### config.mk
export PLATFORM = sky130hd
export DESIGN_NAME = rrbx_exec
export DESIGN_NICKNAME = d
export VERILOG_FILES = /design/src/rrbx_pkg.sv /design/src/rrbx_rotator.sv /design/src/rrbx_exec.sv
export SDC_FILE = /design/constraint.sdc
export NUM_CORES = 1
export LEC_CHECK = 0
export BUFFER_PORTS_ARGS = -buffer_cell sky130_fd_sc_hd__buf_2
export CORE_AREA = 5 5 130 132
export CTS_CLUSTER_DIAMETER = 100
export CTS_CLUSTER_SIZE = 28
export DETAILED_ROUTE_END_ITERATION = 8
export DIE_AREA = 0 0 135 137
export GPL_ROUTABILITY_DRIVEN = 0
export HOLD_SLACK_MARGIN = 0.02
export PLACE_DENSITY = 0.7
export SLEW_MARGIN = 10
export SYNTH_ARGS = -nofsm -noshare
export SYNTH_HDL_FRONTEND = slang
export SYNTH_HIERARCHICAL = 1
export SYNTH_SLANG_ARGS = --single-unit
### constraint.sdc
create_clock -name sys_clk -period 6.77 [get_ports sys_clk]
set_input_delay 0.677 -clock sys_clk [delete_from_list [all_inputs] [get_ports sys_clk]]
set_output_delay 0.677 -clock sys_clk [all_outputs]
set_load 0.005 [all_outputs]
### src/rrbx_pkg.sv
// Package with constants for the rotate, return and bank execution block.
// Notes on behaviour
// - The carry-clear opcode CF, one byte and 4 cycles, forces carry to 0 and leaves all other flags alone.
// - Return loads the program counter from the stack, then adds two to the stack pointer, and changes no flags.
// - Return is the single opcode AF and takes 8 cycles, or 10 in the alternate stack configuration.
// - Rotate-left (90 direct, 91 indirect) copies old bit 7 into bit 0 and carry, two bytes and 4 cycles.
// - Rotate-left sets zero and sign from the result, overflow on sign change, and keeps decimal and half flags.
// - Rotate-left-through-carry (10, 11) loads bit 0 from old carry and carry from old bit 7 in 4 cycles.
// - Rotate-right (E0, E1) copies old bit 0 into bit 7 and carry in 4 cycles.
// - Rotate-right-through-carry (C0, C1) loads bit 7 from old carry and carry from old bit 0 in 4 cycles.
// - For the carry-through and right rotates, overflow is set exactly when bit 7 changed.
// - For those rotates, zero and sign follow the result and decimal and half flags stay unchanged.
// - Select-bank-0 (4F, 4 cycles) clears flags bit 0 and changes no condition flag.
// - Select-bank-1 (5F, 4 cycles) sets flags bit 0 and changes no condition flag.
package rrbx_pkg;
  localparam logic [7:0] RRBX_OP_CARRY_CLEAR = 8'hCF;
  localparam logic [7:0] RRBX_OP_RETURN = 8'hAF;
  localparam logic [7:0] RRBX_OP_ROT_LEFT = 8'h90;
  localparam logic [7:0] RRBX_OP_ROT_LEFT_C = 8'h10;
  localparam logic [7:0] RRBX_OP_ROT_RIGHT = 8'hE0;
  localparam logic [7:0] RRBX_OP_ROT_RIGHT_C = 8'hC0;
  localparam logic [7:0] RRBX_OP_BANK_ZERO = 8'h4F;
  localparam logic [7:0] RRBX_OP_BANK_ONE = 8'h5F;
  // Flag bit positions inside the flags register.
  localparam int RRBX_FLAG_C = 7;
  localparam int RRBX_FLAG_Z = 6;
  localparam int RRBX_FLAG_S = 5;
  localparam int RRBX_FLAG_V = 4;
  localparam int RRBX_FLAG_BANK = 0;
  // Cycle counts per instruction.
  localparam logic [3:0] RRBX_CYC_SHORT = 4'h4;
  localparam logic [3:0] RRBX_CYC_RET_INT = 4'h8;
  localparam logic [3:0] RRBX_CYC_RET_EXT = 4'hA;
  localparam logic [15:0] RRBX_STACK_STEP = 16'h0002;
  // Avalon register offsets in bytes.
  localparam logic [3:0] RRBX_ADDR_CTRL = 4'h0;
  localparam logic [3:0] RRBX_ADDR_STATUS = 4'h4;
  localparam logic [3:0] RRBX_ADDR_FLAGS = 4'h8;
  localparam logic [3:0] RRBX_ADDR_PC = 4'hC;
  localparam logic [7:0] RRBX_FLAGS_RESET = 8'h00;
  localparam logic [15:0] RRBX_SP_RESET = 16'h0000;
  localparam logic [15:0] RRBX_PC_RESET = 16'h0000;
  localparam logic [31:0] RRBX_UNMAPPED = 32'h00000000;
  typedef enum logic [2:0]
  {
    RRBX_IDLE = 3'b000,
    RRBX_FETCH_OPR = 3'b001,
    RRBX_FETCH_IND = 3'b011,
    RRBX_FETCH_VAL = 3'b010,
    RRBX_STACK_HI = 3'b110,
    RRBX_STACK_LO = 3'b111,
    RRBX_WAIT = 3'b101
  } rrbx_state_t;
endpackage

### src/rrbx_rotator.sv
// Combinational rotate unit with flag results.
`timescale 1ns/1ns
module rrbx_rotator
(
  input wire logic [7:0] opcode,
  input wire logic [7:0] operand,
  input wire logic carry_in,
  output logic [7:0] result,
  output logic carry_out,
  output logic zero_out,
  output logic sign_out,
  output logic overflow_out
);
  import rrbx_pkg::*;
  always_comb
  begin
    case ({opcode[7:1], 1'b0})
      RRBX_OP_ROT_LEFT:
      begin
        result = {operand[6:0], operand[7]};
        carry_out = operand[7];
      end
      RRBX_OP_ROT_LEFT_C:
      begin
        result = {operand[6:0], carry_in};
        carry_out = operand[7];
      end
      RRBX_OP_ROT_RIGHT:
      begin
        result = {operand[0], operand[7:1]};
        carry_out = operand[0];
      end
      RRBX_OP_ROT_RIGHT_C:
      begin
        result = {carry_in, operand[7:1]};
        carry_out = operand[0];
      end
      default:
      begin
        result = operand;
        carry_out = carry_in;
      end
    endcase
    zero_out = (result == 8'h00);
    sign_out = result[7];
    overflow_out = result[7] ^ operand[7];
  end
endmodule

### src/rrbx_exec.sv
// Execution unit for carry-clear, return, rotates and bank selection.
//
// Decided for this implementation: the Avalon-MM interface to the registers and the placing of the registers.
`timescale 1ns/1ns
module rrbx_exec
#(
  parameter bit EXT_STACK = 1'b0
)
(
  input wire logic sys_clk,
  input wire logic rst,
  input wire logic clk_en,
  input wire logic [3:0] avs_address,
  input wire logic avs_read,
  input wire logic avs_write,
  input wire logic [31:0] avs_writedata,
  output logic [31:0] avs_readdata,
  output logic avs_waitrequest,
  output logic [15:0] mem_addr,
  output logic mem_rd,
  input wire logic [7:0] mem_rdata,
  output logic [7:0] rf_addr,
  output logic rf_we,
  output logic [7:0] rf_wdata,
  input wire logic [7:0] rf_rdata,
  output logic busy
);
  import rrbx_pkg::*;
  rrbx_state_t state_reg;
  logic [7:0] opcode_reg;
  logic [7:0] operand_reg;
  logic [7:0] flags_reg;
  logic [15:0] pc_reg;
  logic [15:0] sp_reg;
  logic [3:0] cyc_reg;
  logic [7:0] done_count_reg;
  logic avs_ack_reg;
  logic [7:0] rot_result;
  logic rot_c;
  logic rot_z;
  logic rot_s;
  logic rot_v;
  logic issue;
  logic wait_done;
  logic [3:0] ret_cycles;
  logic dec_rot;
  logic dec_ret;
  logic [7:0] dec_op;
  logic [31:0] read_word;

  //////////////////////////////////////////////////////////////////////
  // Software writes an opcode and operand byte into the control word.
  // A write lands only at the edge where waitrequest is seen low, which is
  // the one cycle in which the ack register is high.
  assign issue = avs_write && avs_ack_reg && avs_address == RRBX_ADDR_CTRL
    && state_reg == RRBX_IDLE;
  assign wait_done = cyc_reg <= 4'h1;
  assign ret_cycles = EXT_STACK ? RRBX_CYC_RET_EXT : RRBX_CYC_RET_INT;

  rrbx_rotator u_rot
  (
    .opcode(opcode_reg),
    .operand(rf_rdata),
    .carry_in(flags_reg[RRBX_FLAG_C]),
    .result(rot_result),
    .carry_out(rot_c),
    .zero_out(rot_z),
    .sign_out(rot_s),
    .overflow_out(rot_v)
  );

  //////////////////////////////////////////////////////////////////////
  // Opcode decode of the control word; the low bit of a rotate only picks
  // the indirect form, so it is masked before the compare.
  always_comb
  begin
    dec_op = avs_writedata[7:0];
    dec_rot = 1'b0;
    case ({dec_op[7:1], 1'b0})
      RRBX_OP_ROT_LEFT,
      RRBX_OP_ROT_LEFT_C,
      RRBX_OP_ROT_RIGHT,
      RRBX_OP_ROT_RIGHT_C:
      begin
        dec_rot = 1'b1;
      end
      default:
      begin
        dec_rot = 1'b0;
      end
    endcase
    dec_ret = dec_op == RRBX_OP_RETURN;
  end

  //////////////////////////////////////////////////////////////////////
  always_ff @(posedge sys_clk or posedge rst)
  begin
    if (rst)
    begin
      state_reg <= RRBX_IDLE;
      opcode_reg <= 8'h00;
      operand_reg <= 8'h00;
      cyc_reg <= 4'h0;
    end
    else if (clk_en)
    begin
      case (state_reg)
        RRBX_IDLE:
        begin
          if (issue)
          begin
            opcode_reg <= avs_writedata[7:0];
            operand_reg <= avs_writedata[15:8];
            if (dec_ret)
            begin
              cyc_reg <= ret_cycles - 4'h2;
              state_reg <= RRBX_STACK_HI;
            end
            else if (dec_rot)
            begin
              cyc_reg <= RRBX_CYC_SHORT - 4'h1;
              state_reg <= avs_writedata[0] ? RRBX_FETCH_IND
                : RRBX_FETCH_OPR;
            end
            else
            begin
              cyc_reg <= RRBX_CYC_SHORT - 4'h1;
              state_reg <= RRBX_WAIT;
            end
          end
        end
        RRBX_FETCH_IND:
        begin
          operand_reg <= rf_rdata;
          cyc_reg <= cyc_reg - 4'h1;
          state_reg <= RRBX_FETCH_OPR;
        end
        RRBX_FETCH_OPR:
        begin
          cyc_reg <= cyc_reg - 4'h1;
          state_reg <= RRBX_WAIT;
        end
        RRBX_STACK_HI:
        begin
          cyc_reg <= cyc_reg - 4'h1;
          state_reg <= RRBX_STACK_LO;
        end
        RRBX_STACK_LO:
        begin
          state_reg <= RRBX_WAIT;
        end
        RRBX_WAIT:
        begin
          if (wait_done)
          begin
            state_reg <= RRBX_IDLE;
          end
          else
          begin
            cyc_reg <= cyc_reg - 4'h1;
          end
        end
        default:
        begin
          state_reg <= RRBX_IDLE;
        end
      endcase
    end
  end

  //////////////////////////////////////////////////////////////////////
  // Flags are written by the instruction that owns each bit, and as a whole by a software write to the flags word.
  always_ff @(posedge sys_clk or posedge rst)
  begin
    if (rst)
    begin
      flags_reg <= RRBX_FLAGS_RESET;
    end
    else if (clk_en)
    begin
      if (state_reg == RRBX_IDLE && issue)
      begin
        if (avs_writedata[7:0] == RRBX_OP_CARRY_CLEAR)
        begin
          flags_reg[RRBX_FLAG_C] <= 1'b0;
        end
        else if (avs_writedata[7:0] == RRBX_OP_BANK_ZERO)
        begin
          flags_reg[RRBX_FLAG_BANK] <= 1'b0;
        end
        else if (avs_writedata[7:0] == RRBX_OP_BANK_ONE)
        begin
          flags_reg[RRBX_FLAG_BANK] <= 1'b1;
        end
      end
      else if (state_reg == RRBX_FETCH_OPR)
      begin
        flags_reg[RRBX_FLAG_C] <= rot_c;
        flags_reg[RRBX_FLAG_Z] <= rot_z;
        flags_reg[RRBX_FLAG_S] <= rot_s;
        flags_reg[RRBX_FLAG_V] <= rot_v;
      end
      else if (avs_ack_reg && avs_write &&
        avs_address == RRBX_ADDR_FLAGS)
      begin
        flags_reg <= avs_writedata[7:0];
      end
    end
  end

  //////////////////////////////////////////////////////////////////////
  // The stack pointer is loaded by software; return advances it by two.
  always_ff @(posedge sys_clk or posedge rst)
  begin
    if (rst)
    begin
      pc_reg <= RRBX_PC_RESET;
      sp_reg <= RRBX_SP_RESET;
    end
    else if (clk_en)
    begin
      if (state_reg == RRBX_STACK_HI)
      begin
        pc_reg[15:8] <= mem_rdata;
      end
      else if (state_reg == RRBX_STACK_LO)
      begin
        pc_reg[7:0] <= mem_rdata;
        sp_reg <= sp_reg + RRBX_STACK_STEP;
      end
      else if (avs_ack_reg && avs_write && avs_address == RRBX_ADDR_PC)
      begin
        pc_reg <= avs_writedata[15:0];
        sp_reg <= avs_writedata[31:16];
      end
    end
  end

  //////////////////////////////////////////////////////////////////////
  // Memory and register-file strobes are registered ahead of their use.
  always_ff @(posedge sys_clk or posedge rst)
  begin
    if (rst)
    begin
      mem_addr <= 16'h0000;
      mem_rd <= 1'b0;
      rf_addr <= 8'h00;
      rf_we <= 1'b0;
      rf_wdata <= 8'h00;
      busy <= 1'b0;
    end
    else if (clk_en)
    begin
      rf_we <= 1'b0;
      mem_rd <= 1'b0;
      busy <= state_reg != RRBX_IDLE || issue;
      if (issue)
      begin
        rf_addr <= avs_writedata[15:8];
        mem_addr <= sp_reg;
        mem_rd <= dec_ret;
      end
      else if (state_reg == RRBX_FETCH_IND)
      begin
        rf_addr <= rf_rdata;
      end
      else if (state_reg == RRBX_STACK_HI)
      begin
        mem_addr <= sp_reg + 16'h0001;
        mem_rd <= 1'b1;
      end
      else if (state_reg == RRBX_FETCH_OPR)
      begin
        rf_we <= 1'b1;
        rf_wdata <= rot_result;
      end
    end
  end

  //////////////////////////////////////////////////////////////////////
  // Avalon slave: every access answers one cycle after it is presented.
  always_comb
  begin
    case (avs_address)
      RRBX_ADDR_CTRL:
        read_word = {16'h0000, operand_reg, opcode_reg};
      RRBX_ADDR_STATUS:
        read_word = {16'h0000, done_count_reg, 7'h00,
          state_reg != RRBX_IDLE};
      RRBX_ADDR_FLAGS:
        read_word = {24'h000000, flags_reg};
      RRBX_ADDR_PC:
        read_word = {sp_reg, pc_reg};
      default:
        read_word = RRBX_UNMAPPED;
    endcase
  end

  always_ff @(posedge sys_clk or posedge rst)
  begin
    if (rst)
    begin
      avs_ack_reg <= 1'b0;
      avs_readdata <= 32'h00000000;
    end
    else if (clk_en)
    begin
      avs_ack_reg <= (avs_read || avs_write) && !avs_ack_reg;
      // Read data is latched on the first edge so that it stands at the
      // edge where the master sees waitrequest low.
      if (avs_read && !avs_ack_reg)
      begin
        avs_readdata <= read_word;
      end
    end
  end

  //////////////////////////////////////////////////////////////////////
  // Completed instructions are counted so software can poll for progress;
  // the count wraps silently after 255.
  always_ff @(posedge sys_clk or posedge rst)
  begin
    if (rst)
    begin
      done_count_reg <= 8'h00;
    end
    else if (clk_en)
    begin
      if (state_reg == RRBX_WAIT && wait_done)
      begin
        done_count_reg <= done_count_reg + 8'h01;
      end
    end
  end

  always_ff @(posedge sys_clk or posedge rst)
  begin
    if (rst)
    begin
      avs_waitrequest <= 1'b1;
    end
    else if (clk_en)
    begin
      avs_waitrequest <= !((avs_read || avs_write) && !avs_ack_reg);
    end
  end
endmodule

# --- Yosys cells after proc, flatten, opt, wreduce, memory -nomap -nowiden ---
# Cells that the tools add are included.
classes:
  addsub: 4
  multipliers: 0
  div_mod_pow: 0
  n_lt_le_gt_ge: 1
  n_eq_ne: 30
  shifts: 0
  muxes: 43
  bitwise: 6
  n_reduce_logical: 46
ops:
  columns: ["op", "count"]
  rows:
  - ["32-bit case mux with 4 select lines", 1]
  - ["16-bit two-way mux", 6]
  - ["8-bit two-way mux", 7]
  - ["7-bit == test, second input constant", 6]
  - ["8-bit case mux with 4 select lines", 1]
  - ["3-bit AND reduction", 7]
  - ["16-bit by 1-bit adder with 16-bit output, second input constant", 1]
  - ["16-bit by 2-bit adder with 16-bit output, second input constant", 1]
  - ["8-bit by 7-bit == test with 1-bit output, second input constant", 2]
  - ["8-bit == test, second input constant", 2]
  - ["8-bit case mux with 2 select lines", 1]
  - ["1-bit two-way mux", 15]
  - ["3-bit two-way mux", 5]
  - ["3-bit case mux with 5 select lines", 1]
  - ["7-bit by 4-bit == test with 1-bit output, second input constant", 2]
  - ["2-bit != test, second input constant", 7]
  - ["2-bit nonzero test", 7]
  - ["4-bit two-way mux", 3]
  - ["4-bit case mux with 3 select lines", 1]
  - ["4-bit AND reduction", 3]
  - ["5-bit AND reduction", 2]
  - ["3-bit == test, second input constant", 3]
  - ["1-bit logical AND", 9]
  - ["3-bit nonzero test", 3]
  - ["23 further kinds", 34]
word_totals:
  reg_bits: 140
  latchBits: 0
  ram_bits: 0
  romBits: 0
  output_inout_bits: 68
  mem_count: 0

# --- Logic depth before layout (Yosys ltp) ---
logic_depth:
  ltp_word: 7
  depth_mapped: 9

# --- Cells and area by module ---
# The synthesis kept the hierarchy.
modules_own_cells:
  columns: ["mod", "instances", "cells_each", "area_per_inst_um2"]
  rows:
  - ["rrbx_exec", 1, 691, 7056.8]
  - ["rrbx_rotator", 1, 54, 369.1]

# --- Worst setup path after synthesis ---
# No wires, ideal clock.
synth_path:
  path_kind: "input -> register"
  start: "input port avs_address[3]"
  end: "register mem_addr[0]"
  arrival_time_ps: 2145
  t_required_ps: 6645
  path_slack_ps: 4500
  stages: 5
  path_cell_list: "buf_2 nor4_1 a21oi_1 nor2_1 mux2_2"
synth_between:
  elab_chain_cells: 5
  elab_cells_between_ends: 7
  classes_between: "eq/ne: 1; mux: 1; reduce/logical: 5"
synth_rtl:
  columns: ["element", "line_no", "source"]
  rows:
  - ["start, declared", "rrbx_exec.sv:13", "input wire logic [3:0] avs_address,"]
  - ["4-bit logical NOT (*)", "rrbx_exec.sv:55", "assign issue = avs_write && avs_ack_reg && avs_address == RRBX_ADDR_CTRL"]
  - ["1-bit logical AND (*)", "rrbx_exec.sv:55", null]
  - ["1-bit logical AND (*)", "rrbx_exec.sv:56", "&& state_reg == RRBX_IDLE;"]
  - ["2-bit != test (no line) / 2-bit nonzero test (equally long branches)", null, null]
  - ["3-bit AND reduction (no line)", null, null]
  - ["end signal, assigned", "rrbx_exec.sv:260", "mem_addr <= sp_reg;"]
  - ["end signal, assigned", "rrbx_exec.sv:269", "mem_addr <= sp_reg + 16'h0001;"]
  - ["end, declared", "rrbx_exec.sv:19", "output logic [15:0] mem_addr,"]
# Mark *: on every way between the ends. The rest lies on a longest branch, timed or not.
# A chain may end at the register's enable or synchronous reset.

# --- Worst setup path in the final report ---
layout_path:
  start: "input port clk_en"
  end: "register opcode_reg[4]"
layout_between:
  elab_chain_cells: 1
layout_rtl:
  columns: ["element", "line_no", "source"]
  rows:
  - ["start, declared", "rrbx_exec.sv:12", "input wire logic clk_en,"]
  - ["3-bit AND reduction (no line)", null, null]
  - ["end signal, assigned", "rrbx_exec.sv:112", "opcode_reg <= avs_writedata[7:0];"]
  - ["end, declared", "rrbx_exec.sv:30", "logic [7:0] opcode_reg;"]
# No other way between the ends.

==> impl_results.md <==
- Outcome: complete, no violations
- CP peak stage delay: 1.01 ns
- Worst-case clock buffer depth: 2
- Hold Path Class: input pin to async pin
- Chip height: 137 µm
- Router iterations before antenna repair: 7
- Routed WL: 21670 µm
- FF+latch count, synth: 140
- Synth Area in Compound Gates: 23.54%
- Setup_tns: 0 ns
- Most frequent cells in the layout: dfrtp_1, buf_2, nand2_1, a21oi_1, mux2_2
- Mapped Cells: 745
- Final Hold Viols: 0
- Post-Syn Area: 7426 µm²
- Commonest non-fill, non-tap cell in the layout: dfrtp_1
- Sequential fraction of design power: 44.8%
- CTS Sinks: 140
- Root buffer cell: clkbuf_16
- Port buffer count: 124
- Comb pwr share: 21.1%
- Most used DFF post-synth: dfrtp_1
- Core Box Area: 15600 µm²
- Non-filler cells, final: 1064
- Initial Util: 47.61%
- Vias in the first global route: 6229
- Finish-stage setup viols: 0
- CTS tree: built
- Largest family of logic cells by synthesized area: compound AO/OA/AOI/OAI gates
- Critical path's top delay family: simple AND/OR/NAND/NOR gates
- H-tree Lvls: 4
- # Max-Cap Violations: 0
- Pwr/cell area: 294.4 nW/µm²
- Post-Synth XOR/XNOR Area: 1.179%
- Vias per cell: 6.146
- Routed Antenna Nets: 0
- Syn avg cell area: 9.968 µm²
- Worst-path clk slew: 0.06 ns
- Period Utilization, post-route: 43.36%
- Fillers: 1426
- Largest net degree at the start of global routing: 83
- Post-CTS sizing: 0
- Hold-fix buffers, CTS: 0
- # IOs: 125
- Synth Area in Adders: 0.8425%
- CP Capture Type: flop
- Asr flop ratio synth: 100.0%
- Rows: 46
- Global Route Usage Sum: 23.71%
- Worst-margin pin slew: 1.206 ns
- Num CTS Buffers: 17
- Net count, final: 897
- Max frequency: 340.6 MHz
- Crit path cell chain: buf_2 -> nor2b_1 -> nand3_1 -> mux2_2
- Area growth, synth to finish: 16.26%
- Net Sw Frac: 31.82%
- Share of power burned in the clock network: 34.1%
- Antenna violations before repair: 1
- Minimum clock period: 2.936 ns
- RSZ-0062 raised after global routing: no
- Grt total ovfl: 0
- Post-synth EDFFs: 0
- Share of cells above drive strength 1: 25.74%
- Largest register FFs: 32
- Register area share after synthesis: 47.19%
- Clk Latency, worst-skew pair: 0.43 ns
- Internal Power: 1.733 mW
- Critical path startpoint category: input pin
- First-pass GRT wire length: 34060 µm
- VDD IR max: 0.1884 mV
- Inst Count DP: 1032
- Syn Nets: 807
- Placed cell area: 8097 µm²
- Biggest register: avs_readdata
- Post-DP HPWL: 15230 µm
- CP Data Arrival Time: 3.25 ns
- Post-CTS Setup Bufs: 0
- Crit path buffers/inverters: 1
- DIE WIDTH: 135 µm
- Final Max Slew Viols: 0
- Leak: 3.915 nW
- CP max FO: 27
- Rel. slew slack: 18.46%
- Worst Path Required: 7.08 ns
- Multiplexer area fraction after synthesis: 7.801%
- Critical setup path kind: input pin to flop
- Clk_skew: 0.008569 ns
- Routed len/inst: 20.37 µm
- P_sw: 0.8088 mW
- Final Instance Area: 8633 µm²
- CP max stage cell: nor2b_1
- Synthesis warning total: 6
- DR DRC count: 0
- Iter 0 DRT Violations: 631
- Post-synthesis simple-gate area fraction: 14.81%
- Vias after detailed routing: 6539
- Die area: 18500 µm²
- Synth unique cells: 79
power by group through the flow:
stage	combinational [mW]	sequential (mW)	clock (mW)
floorplan	0.406	1.08	0
global placement	0.525	1.14	0
detailed placement	0.537	1.15	0
CTS	0.541	1.13	0.871
global route	0.600	1.16	0.914
finish	0.537	1.14	0.866
cell families (layout without fill, tap and decap cells):
kind of cell,Yosys count,count (layout)
compound gates,255,255
xor+xnor,10,10
fa+ha+maj,5,5
buf+inv,77,179
flops,140,140
mux,52,52
other cells,0,1
simple gates,206,206
path summary, 6_finish.rpt:
check | startpoint | to | slack [ns] | cells past startpoint
worst max-delay path | clk_en | opcode_reg[4]$_DFFE_PP0P_ | 3.83 | 4
worst min-delay path | rst | avs_readdata[31]$_DFFE_PP0P_ | 0.31 | 2
worst max register to register | state_reg[0]$_DFFE_PP0P_ | opcode_reg[4]$_DFFE_PP0P_ | 3.85 | 3
worst min register to register | avs_readdata[13]$_DFFE_PP0P_ | avs_readdata[13]$_DFFE_PP0P_ | 0.47 | 2
max in group asynchronous | rst | operand_reg[4]$_DFFE_PP0P_ | 5.02 | 3
min in group sys_clk | avs_readdata[13]$_DFFE_PP0P_ | avs_readdata[13]$_DFFE_PP0P_ | 0.47 | 2
stage by stage:
stage | util, % | setup WS [ns] | hold slack, ns | total power, mW
3_3_place_gp | 51.91 | 3.522 | 0.4588 | 1.668
2_1_floorplan | - | 2.342 | 0.4446 | 1.489
3_5_place_dp | 51.91 | 3.513 | 0.4665 | 1.683
4_1_cts | 55.33 | 3.936 | 0.3303 | 2.545
6_report | 55.35 | 3.834 | 0.3088 | 2.542
5_1_grt | 55.35 | 3.669 | 0.3529 | 2.670
routing by layer:
layer	share of wire (%)	track usage, %
met4	1.9	6.383
met1	45	32.66
met2	46	37.44
met5	0	0
met3	7.2	6.103
Yosys cell counts (6+ instances only):
| master | number | area [µm²] |
|---|---|---|
| clkbuf_1 | 36 | 135.1 |
| nand3_1 | 19 | 95.09 |
| nand4_1 | 13 | 81.33 |
| o31ai_1 | 11 | 82.58 |
| mux2i_1 | 14 | 140.1 |
| nor3_1 | 15 | 75.07 |
| inv_1 | 18 | 67.56 |
| a22o_1 | 19 | 166.4 |
| xnor2_1 | 9 | 78.83 |
| mux2_2 | 37 | 416.7 |
| o21a_1 | 7 | 52.55 |
| a22oi_1 | 12 | 90.09 |
| nand2_1 | 75 | 281.5 |
| and3_1 | 7 | 43.79 |
| a31oi_1 | 28 | 175.2 |
| a2bb2oi_1 | 6 | 52.55 |
| o22ai_1 | 9 | 56.30 |
| a32o_1 | 7 | 70.07 |
| o21ai_0 | 36 | 180.2 |
| a222oi_1 | 8 | 80.08 |
| or3_1 | 9 | 56.30 |
| or4_1 | 6 | 45.04 |
| dfrtp_1 | 139 | 3478 |
| nor2_1 | 22 | 82.58 |
| buf_2 | 14 | 70.07 |
| a21oi_1 | 62 | 310.3 |
area by class of cell:
cell class,count,area (µm²),share of cell area (%)
multi-input cells,528,3583,41.51
flip-flops and latches,140,3505,40.59
repair buffers,130,665.6,7.710
clock buffers,20,436.7,5.058
well taps,216,270.3,3.130
clock inverters,11,97.59,1.130
inverters,18,72.57,0.8406
diodes,1,2.502,0.02899
Power figures use the tool's default switching activity.
